## config.mk

```make
export PLATFORM = sky130hd
export DESIGN_NAME = pmtp_table_pointer
export DESIGN_NICKNAME = d
export VERILOG_FILES = /design/src/hw/pmtp_pkg.sv /design/src/hw/pmtp_table_pointer.sv
export SDC_FILE = /design/constraint.sdc
export NUM_CORES = 1
export LEC_CHECK = 0
export BUFFER_PORTS_ARGS = -buffer_cell sky130_fd_sc_hd__buf_2
export CORE_AREA = 2 2 126 116
export DETAILED_ROUTE_END_ITERATION = 6
export DIE_AREA = 0 0 128 118
export PLACE_DENSITY = 0.58
export SYNTH_ARGS = -nofsm -noshare
export SYNTH_HDL_FRONTEND = slang
export SYNTH_SLANG_ARGS = --single-unit
```

## constraint.sdc

```tcl
create_clock -name clk -period 2.5 [get_ports clk]
set_input_delay 0.5 -clock clk [delete_from_list [all_inputs] [get_ports clk]]
set_output_delay 0.5 -clock clk [all_outputs]
set_load 0.02 [all_outputs]
```

## src/hw/pmtp_pkg.sv

```systemverilog
// Package for the program memory table pointer block: widths, selects, modes, states
package pmtp_pkg;
    localparam int PMTP_PTR_W = 22;
    localparam int PMTP_ADDR_W = 21;
    localparam int PMTP_DATA_W = 8;
    localparam int PMTP_HOLD_W = 7;
    localparam int PMTP_HOLD_LSB = 0;
    localparam int PMTP_BLOCK_W = 12;
    localparam int PMTP_BLOCK_LSB = 10;
    localparam int PMTP_SEL_W = 2;
    localparam logic [1:0] PMTP_SEL_LATCH = 2'h0;
    localparam logic [1:0] PMTP_SEL_LOW = 2'h1;
    localparam logic [1:0] PMTP_SEL_HIGH = 2'h2;
    localparam logic [1:0] PMTP_SEL_UPPER = 2'h3;
    localparam logic [7:0] PMTP_LATCH_RST = 8'h00;
    localparam logic [21:0] PMTP_PTR_RST = 22'h000000;
    localparam logic [20:0] PMTP_ONE = 21'h000001;

    typedef enum logic [1:0] {
        PMTP_MODE_NONE = 2'b00,
        PMTP_MODE_POSTINC = 2'b01,
        PMTP_MODE_POSTDEC = 2'b10,
        PMTP_MODE_PREINC = 2'b11
    } pmtp_mode_t;

    typedef enum logic [1:0] {
        PMTP_ST_IDLE = 2'b00,
        PMTP_ST_READ = 2'b01,
        PMTP_ST_DONE = 2'b10
    } pmtp_state_t;

    typedef struct packed {
        logic valid;
        logic write;
        pmtp_mode_t mode;
    } pmtp_req_t;

    typedef struct packed {
        logic write;
        logic read;
        logic [1:0] sel;
        logic [7:0] data;
    } pmtp_sfr_t;
endpackage

```

## src/hw/pmtp_table_pointer.sv

```systemverilog
// Table pointer and data latch moving bytes from program flash and into the write holding registers
`timescale 1ns/1ps
`default_nettype none

module pmtp_table_pointer (
    input wire logic clk,
    input wire logic rst_n,
    input wire pmtp_pkg::pmtp_sfr_t sfrReq,
    output logic [7:0] sfrRdData,
    input wire pmtp_pkg::pmtp_req_t tblReq,
    output logic tblBusy,
    output logic tblDone,
    output logic memRdReq,
    output logic [21:0] memAddr,
    input wire logic memRdValid,
    input wire logic [7:0] memRdData,
    output logic holdWrEn,
    output logic [6:0] holdAddr,
    output logic [7:0] holdData,
    input wire logic writeStart,
    input wire logic eraseStart,
    output logic flashWriteGo,
    output logic flashEraseGo,
    output logic [11:0] blockAddr
);
    import pmtp_pkg::*;

    logic [7:0] latch_reg, latch_next;
    logic [21:0] ptr_reg, ptr_next;
    pmtp_state_t state_reg, state_next;
    logic [7:0] rdData_reg, rdData_next;
    logic busy_reg, busy_next;
    logic done_reg, done_next;
    logic memRdReq_reg, memRdReq_next;
    logic [21:0] memAddr_reg, memAddr_next;
    logic holdWrEn_reg, holdWrEn_next;
    logic [6:0] holdAddr_reg, holdAddr_next;
    logic [7:0] holdData_reg, holdData_next;
    logic writeGo_reg, writeGo_next;
    logic eraseGo_reg, eraseGo_next;
    logic [11:0] block_reg, block_next;

    logic accept;
    logic [21:0] ptrInc, ptrDec, accessAddr;

    always_comb begin
        // Only the 21 address bits count, the space select bit is carried across unchanged
        ptrInc = {ptr_reg[PMTP_PTR_W-1], ptr_reg[PMTP_ADDR_W-1:0] + PMTP_ONE};
        ptrDec = {ptr_reg[PMTP_PTR_W-1], ptr_reg[PMTP_ADDR_W-1:0] - PMTP_ONE};
        accept = tblReq.valid && (state_reg == PMTP_ST_IDLE);
        accessAddr = (tblReq.mode == PMTP_MODE_PREINC) ? ptrInc : ptr_reg;

        latch_next = latch_reg;
        ptr_next = ptr_reg;
        state_next = state_reg;
        busy_next = busy_reg;
        done_next = 1'b0;
        memRdReq_next = 1'b0;
        memAddr_next = memAddr_reg;
        holdWrEn_next = 1'b0;
        holdAddr_next = holdAddr_reg;
        holdData_next = holdData_reg;
        writeGo_next = 1'b0;
        eraseGo_next = 1'b0;
        block_next = block_reg;

        // Register writes from the core; a table operation taken in the same cycle wins
        if (sfrReq.write && !accept) begin
            case (sfrReq.sel)
                PMTP_SEL_LATCH: latch_next = sfrReq.data;
                PMTP_SEL_LOW: ptr_next[7:0] = sfrReq.data;
                PMTP_SEL_HIGH: ptr_next[15:8] = sfrReq.data;
                PMTP_SEL_UPPER: ptr_next[21:16] = sfrReq.data[5:0];
                default: ptr_next = ptr_reg;
            endcase
        end

        case (state_reg)
            PMTP_ST_IDLE: begin
                if (accept) begin
                    case (tblReq.mode)
                        PMTP_MODE_NONE: ptr_next = ptr_reg;
                        PMTP_MODE_POSTINC: ptr_next = ptrInc;
                        PMTP_MODE_POSTDEC: ptr_next = ptrDec;
                        PMTP_MODE_PREINC: ptr_next = ptrInc;
                        default: ptr_next = ptr_reg;
                    endcase
                    if (tblReq.write) begin
                        holdWrEn_next = 1'b1;
                        holdAddr_next = accessAddr[PMTP_HOLD_LSB +: PMTP_HOLD_W];
                        holdData_next = latch_reg;
                        state_next = PMTP_ST_DONE;
                    end else begin
                        // Full pointer goes out, bit 21 picks the ID/config space
                        memRdReq_next = 1'b1;
                        memAddr_next = accessAddr;
                        state_next = PMTP_ST_READ;
                    end
                    busy_next = 1'b1;
                end
            end
            PMTP_ST_READ: begin
                // The flash answer has no time limit here; the core stalls on busy
                if (memRdValid) begin
                    latch_next = memRdData;
                    state_next = PMTP_ST_DONE;
                end
            end
            PMTP_ST_DONE: begin
                done_next = 1'b1;
                busy_next = 1'b0;
                state_next = PMTP_ST_IDLE;
            end
            default: begin
                state_next = PMTP_ST_IDLE;
                busy_next = 1'b0;
            end
        endcase

        // Block selection ignores the low ten pointer bits
        if (writeStart || eraseStart) begin
            block_next = ptr_reg[PMTP_BLOCK_LSB +: PMTP_BLOCK_W];
            writeGo_next = writeStart;
            eraseGo_next = eraseStart && !writeStart;
        end

        case (sfrReq.sel)
            PMTP_SEL_LATCH: rdData_next = latch_reg;
            PMTP_SEL_LOW: rdData_next = ptr_reg[7:0];
            PMTP_SEL_HIGH: rdData_next = ptr_reg[15:8];
            PMTP_SEL_UPPER: rdData_next = {2'h0, ptr_reg[21:16]};
            default: rdData_next = 8'h00;
        endcase
        if (!sfrReq.read) begin
            rdData_next = rdData_reg;
        end
    end

    always_ff @(posedge clk or negedge rst_n) begin
        if (!rst_n) begin
            latch_reg <= PMTP_LATCH_RST;
            ptr_reg <= PMTP_PTR_RST;
            state_reg <= PMTP_ST_IDLE;
            rdData_reg <= 8'h00;
            busy_reg <= 1'b0;
            done_reg <= 1'b0;
            memRdReq_reg <= 1'b0;
            memAddr_reg <= PMTP_PTR_RST;
            holdWrEn_reg <= 1'b0;
            holdAddr_reg <= 7'h00;
            holdData_reg <= 8'h00;
            writeGo_reg <= 1'b0;
            eraseGo_reg <= 1'b0;
            block_reg <= 12'h000;
        end else begin
            latch_reg <= latch_next;
            ptr_reg <= ptr_next;
            state_reg <= state_next;
            rdData_reg <= rdData_next;
            busy_reg <= busy_next;
            done_reg <= done_next;
            memRdReq_reg <= memRdReq_next;
            memAddr_reg <= memAddr_next;
            holdWrEn_reg <= holdWrEn_next;
            holdAddr_reg <= holdAddr_next;
            holdData_reg <= holdData_next;
            writeGo_reg <= writeGo_next;
            eraseGo_reg <= eraseGo_next;
            block_reg <= block_next;
        end
    end

    assign sfrRdData = rdData_reg;
    assign tblBusy = busy_reg;
    assign tblDone = done_reg;
    assign memRdReq = memRdReq_reg;
    assign memAddr = memAddr_reg;
    assign holdWrEn = holdWrEn_reg;
    assign holdAddr = holdAddr_reg;
    assign holdData = holdData_reg;
    assign flashWriteGo = writeGo_reg;
    assign flashEraseGo = eraseGo_reg;
    assign blockAddr = block_reg;
endmodule

`default_nettype wire

```

==> results by group, run 1 <==
Outcome
  • Status: finished clean

Synthesis
  • Top-area cell type share of the netlist area: 43.7%
  • Sequential area share after synthesis: 43.7%
  • Post-synth top flop: dfrtp_1
  • Post-synth EDFFs: 0
  • Area leader, netlist: dfrtp_1
  • Syn nets: 594
  • Gate count of the mapped netlist: 563
  • Yosys cell types: 73
  • Most frequent cell after synthesis: dfrtp_1
  • Yosys Warn Count: 0
  • Seq cells post-synth: 95
  • Syn Std Cell Area: 0.00544 sq mm
  • Syn avg cell area: 9.67 sq um
  • Synth area leaders: dfrtp_1, mux2_2, a21oi_1
  • Top cells by count, synth: dfrtp_1, nor2_1, a21oi_1
  • Asr flop ratio synth: 100%

Pwr
  • Clk pwr share: 20.8%
  • Internal power: 4.42 mW
  • Sw Share: 41.7%
  • Sw power: 3.15 mW
  • Pwr per Cell Area: 1150 mW/mm^2
  • Gate power share: 43.0%
  • Leakage Power: 2.67 nW
  • Worst ir drop on vdd: 0.754 mV
  • Sequential power share: 36.2%

Worst setup path
  • Setup CP Type: reg2reg
  • Worst Setup End Kind: flip-flop
  • Arrival time worst endpoint: 2.52 ns
  • Worst setup SP type: flip-flop
  • Worst Path Max Fanout: 9
  • WP data required: 2.74 ns

Floorplan
  • Std-Cell Rows: 41
  • Core area: 0.0137 sq mm
  • Die area: 0.0151 sq mm
  • Chip width: 128 microns
  • Number of top-level pins: 92
  • Initial Utilization: 39.6%
  • Die Span Y: 118 microns

STA
  • Setup Skew: 0.00888 ns
  • Worst-Margin Slew: 0.685 ns
  • Final setup vio count: 0
  • Setup_tns: 0 ns
  • Hold violation count in the final report: 0
  • Rel. slew slack: 54.3%
  • Peak Freq: 0.438 GHz
  • Max Slew Vio Count: 0
  • Unrepaired setup endpoints after global routing: no
  • Final period utilization: 91.2%
  • Crit path time final: 2.28 ns

Layout
  • Share of cells above drive strength 1: 30.0%
  • Fillers: 1,291
  • Final Instance Count excl. Fillers: 835
  • Area of the multi-input gates: 0.00281 sq mm
  • Register area: 0.00238 sq mm
  • Antenna diodes: 0
  • Final net count: 691
  • Syn-to-layout area delta: 21.2%

Clock tree
  • Total CTS buffers: 9
  • Clk sink count: 95
  • Longest Clk Path Bufs: 2
  • CTS tree: yes
  • H-Tree Depth: 3
  • Reg clk slew, reported paths: 0.07 ns
  • Clk_lat worst skew: 0.36 ns
  • Postcts setup bufs: 0
  • Root buffer cell: clkbuf_16
  • Cts repair resizes: 0
  • CTS Hold Bufs: 0

Flow run
  • Maxcap violations: 0

Routing
  • Drt via density: 5.85
  • DRC: 0
  • DRT Pass-1 Iters: 5
  • Post-DRT Antenna Nets: 0
  • Routed vias: 4,887
  • WL/cell: 21.1 microns
  • Final WL: 17,700 microns
  • Iteration-0 DRC Markers: 323

Worst hold path
  • Worst Hold Class: in2async

GRT
  • Largest net degree at the start of global routing: 51
  • Initial antenna violation count: 0
  • Vias in the first global route: 4,764
  • Overflow after GRT: 0
  • All-Layer GR Usage: 24.0%
  • First-pass GRT wire length: 27,800 microns

Placed design
  • Hpwl dp: 13,000 microns
  • Port buffer count: 91
  • Final RePlAce weighted congestion: 0.945
  • DP Cell Count: 821
## critical path, cell delays in order, from the launching register on
cell and delay, ns:
dfrtp_1 0.56, and3_1 0.47, nand3_1 0.36, o21ai_0 0.39
mux2i_1 0.11, o21ai_0 0.27
## final timing paths
check	from	to	slack [ns]	depth (start not counted)
max	ptr_reg[3]$_DFFE_PN0P_	ptr_reg[9]$_DFFE_PN0P_	0.22	5
min	rst_n	ptr_reg[5]$_DFFE_PN0P_	0.18	1
max reg2reg	ptr_reg[3]$_DFFE_PN0P_	ptr_reg[9]$_DFFE_PN0P_	0.22	5
min reg2reg	sfrRdData[6]$_DFFE_PN0P_	sfrRdData[6]$_DFFE_PN0P_	0.48	1
max in group asynchronous	rst_n	ptr_reg[14]$_DFFE_PN0P_	1.66	2
min in group clk	writeStart	flashWriteGo$_DFF_PN0_	0.28	1
## power by group through the flow
stage | registers, mW | clock network [mW] | logic [mW]
6_report | 2.74 | 1.57 | 3.26
4_1_cts | 2.74 | 1.61 | 3.25
3_5_place_dp | 2.76 | 0 | 3.23
2_1_floorplan | 3.04 | 0 | 1.70
3_3_place_gp | 2.74 | 0 | 3.22
5_1_grt | 2.83 | 1.67 | 3.50
## layer usage
metal	wire length, microns	vias up	GRT usage (%)
li1	-	2245	-
met1	8230	2441	33.5
met2	8100	176	37.5
met3	979	25	4.64
met4	349	0	7.55
met5	0	-	0
## layout by cell type (no fill, tap or decap), types with 10 or more instances in the layout
master / instances
dfrtp_1: 95
buf_2: 90
nor2_1: 62
a21oi_1: 51
buf_4: 45
nand2_1: 37
mux2_2: 24
xnor2_1: 19
mux2i_1: 16
o21ai_0: 16
nand3_1: 16
nor3_1: 14
nand4_1: 10
## cell families after synthesis
family / share of synthesized area [%]
simple gates: 20.0
mux: 11.4
flops: 43.7
buf+inv: 4.85
fa+ha+maj: 0.460
xor+xnor: 4.51
compound gates: 15.1
## through the flow
stage	power (mW)	util (%)	area, sq um	hold slack [ns]	worst slack (ns)
final	7.57	48.0	6600	0.182	0.219
after global routing	8.00	48.0	6600	0.235	0.00264
after CTS	7.60	48.0	6600	0.204	0.226
after detailed placement	6.00	45.6	6260	0.463	0.264
after global placement	5.96	45.6	6260	0.460	0.214
after floorplan	4.74	-	5440	0.204	0.334
## area by class of cell
cell class | count | area share, %
Inverter | 8 | 0.455
Sequential cell | 95 | 36.0
Clock inverter | 5 | 1.61
Clock buffer | 9 | 3.41
Timing Repair Buffer | 137 | 12.6
Tap cell | 172 | 3.26
Multi-Input combinational cell | 409 | 42.6
Note: power is estimated with default switching activity, not from simulation.
==> inputs of run 2 (changes only) <==
- PLACE_DENSITY: 0.58 -> default
==> run 2 against run 1 <==
Net effect: hold slack lost 0.13 ns; register-to-register slack improved by 0.06 ns; final cell count stayed put; via count is 0.96% lower; largest cell class unchanged; sequential cell count unchanged; die area unchanged; cell area decreased by 0.74%; non-clock buffer count fell by 2; core utilization down 0.35 points; critical path depth grew 1; power decreased by 2.4%.
==> results by group, run 2 (synthesized netlist as in run 1, its figures left out) <==
Placed design
  • Final RePlAce weighted congestion: 0.951 (+0.61%)
  • DP Area: 0.00625 sq mm (-0.24%)
  • Hpwl dp: 12,600 microns (-3.0%)
  • Port buffer count: 91 (unchanged)

STA
  • Unrepaired setup endpoints after global routing: no
  • Max Slew Vio Count: 0 (unchanged)
  • Crit path time final: 2.22 ns (-0.0618 ns)
  • Final period utilization: 88.8% (-2.5 points)
  • Worst-Margin Slew: 1.11 ns (+0.426 ns)
  • Peak Freq: 0.451 GHz (+2.8%)
  • Rel. slew slack: 25.7% (-29 points)
  • Setup Skew: 0.00907 ns (+0.000183 ns)
  • Setup_tns: 0 ns (unchanged)
  • Hold violation count in the final report: 0 (unchanged)
  • Final setup vio count: 0 (unchanged)

Floorplan
  • Chip width: 128 microns (unchanged)
  • Core area: 0.0137 sq mm (unchanged)
  • Number of top-level pins: 92 (unchanged)
  • Die Span Y: 118 microns (unchanged)
  • Die area: 0.0151 sq mm (unchanged)
  • Initial Utilization: 39.6% (unchanged)
  • Std-Cell Rows: 41 (unchanged)

Clock tree
  • Reg clk slew, reported paths: 0.07 ns (about the same)
  • Postcts setup bufs: 0 (unchanged)
  • CTS Hold Bufs: 0 (unchanged)
  • Clk_lat worst skew: 0.36 ns (about the same)
  • Clk sink count: 95 (unchanged)
  • H-Tree Depth: 3 (unchanged)
  • Total CTS buffers: 9 (unchanged)
  • Longest Clk Path Bufs: 2 (unchanged)
  • Root buffer cell: clkbuf_16
  • Cts repair resizes: 0 (unchanged)
  • CTS tree: yes

Worst setup path
  • Start point of the critical path: ptr_reg[8]$_DFFE_PN0P_
  • Worst Setup End Kind: flip-flop
  • Worst Path Max Fanout: 10 (+1)
  • Critical Path Max Stage Delay: 0.55 ns (about the same)
  • R2R Path Start: ptr_reg[8]$_DFFE_PN0P_
  • WP data required: 2.75 ns (about the same)
  • CP Cell Sequence: nor4_4 > nand2_1 > o32ai_1 > buf_4 > mux2i_1 > nor2_1
  • Slowest cell on crit path: dfrtp_1
  • Worst setup SP type: flip-flop
  • Reg2Reg Depth: 6 (+1)
  • Arrival time worst endpoint: 2.47 ns (-0.05 ns)
  • Setup CP Type: reg2reg

Layout
  • Share of cells above drive strength 1: 29.9% (-0.15 points)
  • Final net count: 689 (-0.29%)
  • Leading cell type in the layout, fill and taps excluded: dfrtp_1
  • Most frequent cells in the layout: dfrtp_1, buf_2, nor2_1, a21oi_1, buf_4
  • Antenna diodes: 0 (unchanged)
  • Syn-to-layout area delta: 20.3%
  • Fin area: 0.00655 sq mm (-0.74%)

GRT
  • Overflow after GRT: 0 (unchanged)
  • All-Layer GR Usage: 22.9% (-1.0 points)
  • Vias in the first global route: 4,546 (-4.6%)
  • Largest net degree at the start of global routing: 48 (-5.9%)
  • First-pass GRT wire length: 26,400 microns (-4.8%)
  • Initial antenna violation count: 0 (unchanged)

Flow run
  • Maxcap violations: 0 (unchanged)

Routing
  • Final WL: 17,200 microns (-2.6%)
  • Iteration-0 DRC Markers: 349 (+8.0%)
  • Drt via density: 5.80 (-0.96%)
  • WL/cell: 20.6 microns (-2.6%)
  • DRC: 0 (unchanged)
  • DRT Pass-1 Iters: 7 (+2)
  • Routed vias: 4,840 (-0.96%)
  • Post-DRT Antenna Nets: 0 (unchanged)

Outcome
  • Status: finished clean

Worst hold path
  • Worst Hold Class: in2async

Pwr
  • Pwr per Cell Area: 1130 mW/mm^2 (-1.7%)
  • Leakage Power: 2.64 nW (-1.0%)
  • Worst ir drop on vdd: 0.772 mV (+2.4%)
[run 2: changes by cell type in the layout (fill, tap and decap cells not counted), sizes merged]
cell,previous run,this run
buf,137,135
bufinv,3,1
clkinv,0,2
clkbuf,9,10
inv,9,10
[run 2: final timing paths]
check,endpoint,slack (ns)
worst max-delay path,ptr_reg[15]$_DFFE_PN0P_,0.28
worst max register to register,ptr_reg[15]$_DFFE_PN0P_,0.28
worst min-delay path,holdData[4]$_DFFE_PN0P_,0.05
worst min register to register,holdData[0]$_DFFE_PN0P_,0.49
max in group asynchronous,memAddr[1]$_DFFE_PN0P_,1.74
min in group clk,flashWriteGo$_DFF_PN0_,0.28
[run 2: power by group]
part           total, mW  switching, mW  leakage [nW]  internal (mW)
clock network       1.41          0.625         0.143          0.783
registers           2.78          0.630          1.06           2.15
logic               3.20           1.92          1.43           1.29
[run 2: worst max-delay path, delay by kind of cell, from the launching register on]
family | cells | cell delay [ns]
AO/OA/AOI/OAI | 1 | 0.43
flip-flops | 1 | 0.55
buffers and inverters | 1 | 0.19
multiplexers | 1 | 0.17
AND/OR/NAND/NOR | 3 | 0.78
[run 2: cell type report]
| type | count | area, sq um |
|---|---|---|
| clock buffer | 10 | 229 |
| clock inverter | 6 | 68.8 |
| fill | 1336 | 7200 |
| inverter | 8 | 30.0 |
| multi-input combinational | 409 | 2810 |
| sequential | 95 | 2380 |
| tap | 172 | 215 |
| timing repair buffer | 135 | 813 |
[run 2: through the flow]
step | total power [mW] | setup WS, ns | hold WS, ns | util, % | cells
after floorplan | 4.74 | 0.334 | 0.204 | - | 563
after global placement | 5.91 | 0.295 | 0.444 | 45.4 | 819
after detailed placement | 5.96 | 0.196 | 0.444 | 45.4 | 819
after CTS | 7.41 | 0.309 | 0.0590 | 47.6 | 835
after global routing | 7.81 | 0.133 | 0.0726 | 47.6 | 835
final | 7.39 | 0.281 | 0.0524 | 47.6 | 835
[run 2: per-layer routing]
layer	vias up	track usage [%]	routed length (microns)
met5	-	0	0
met4	0	5.91	334
met3	28	6.23	1230
met2	206	35.1	7810
met1	2364	32.2	7830
li1	2242	-	-
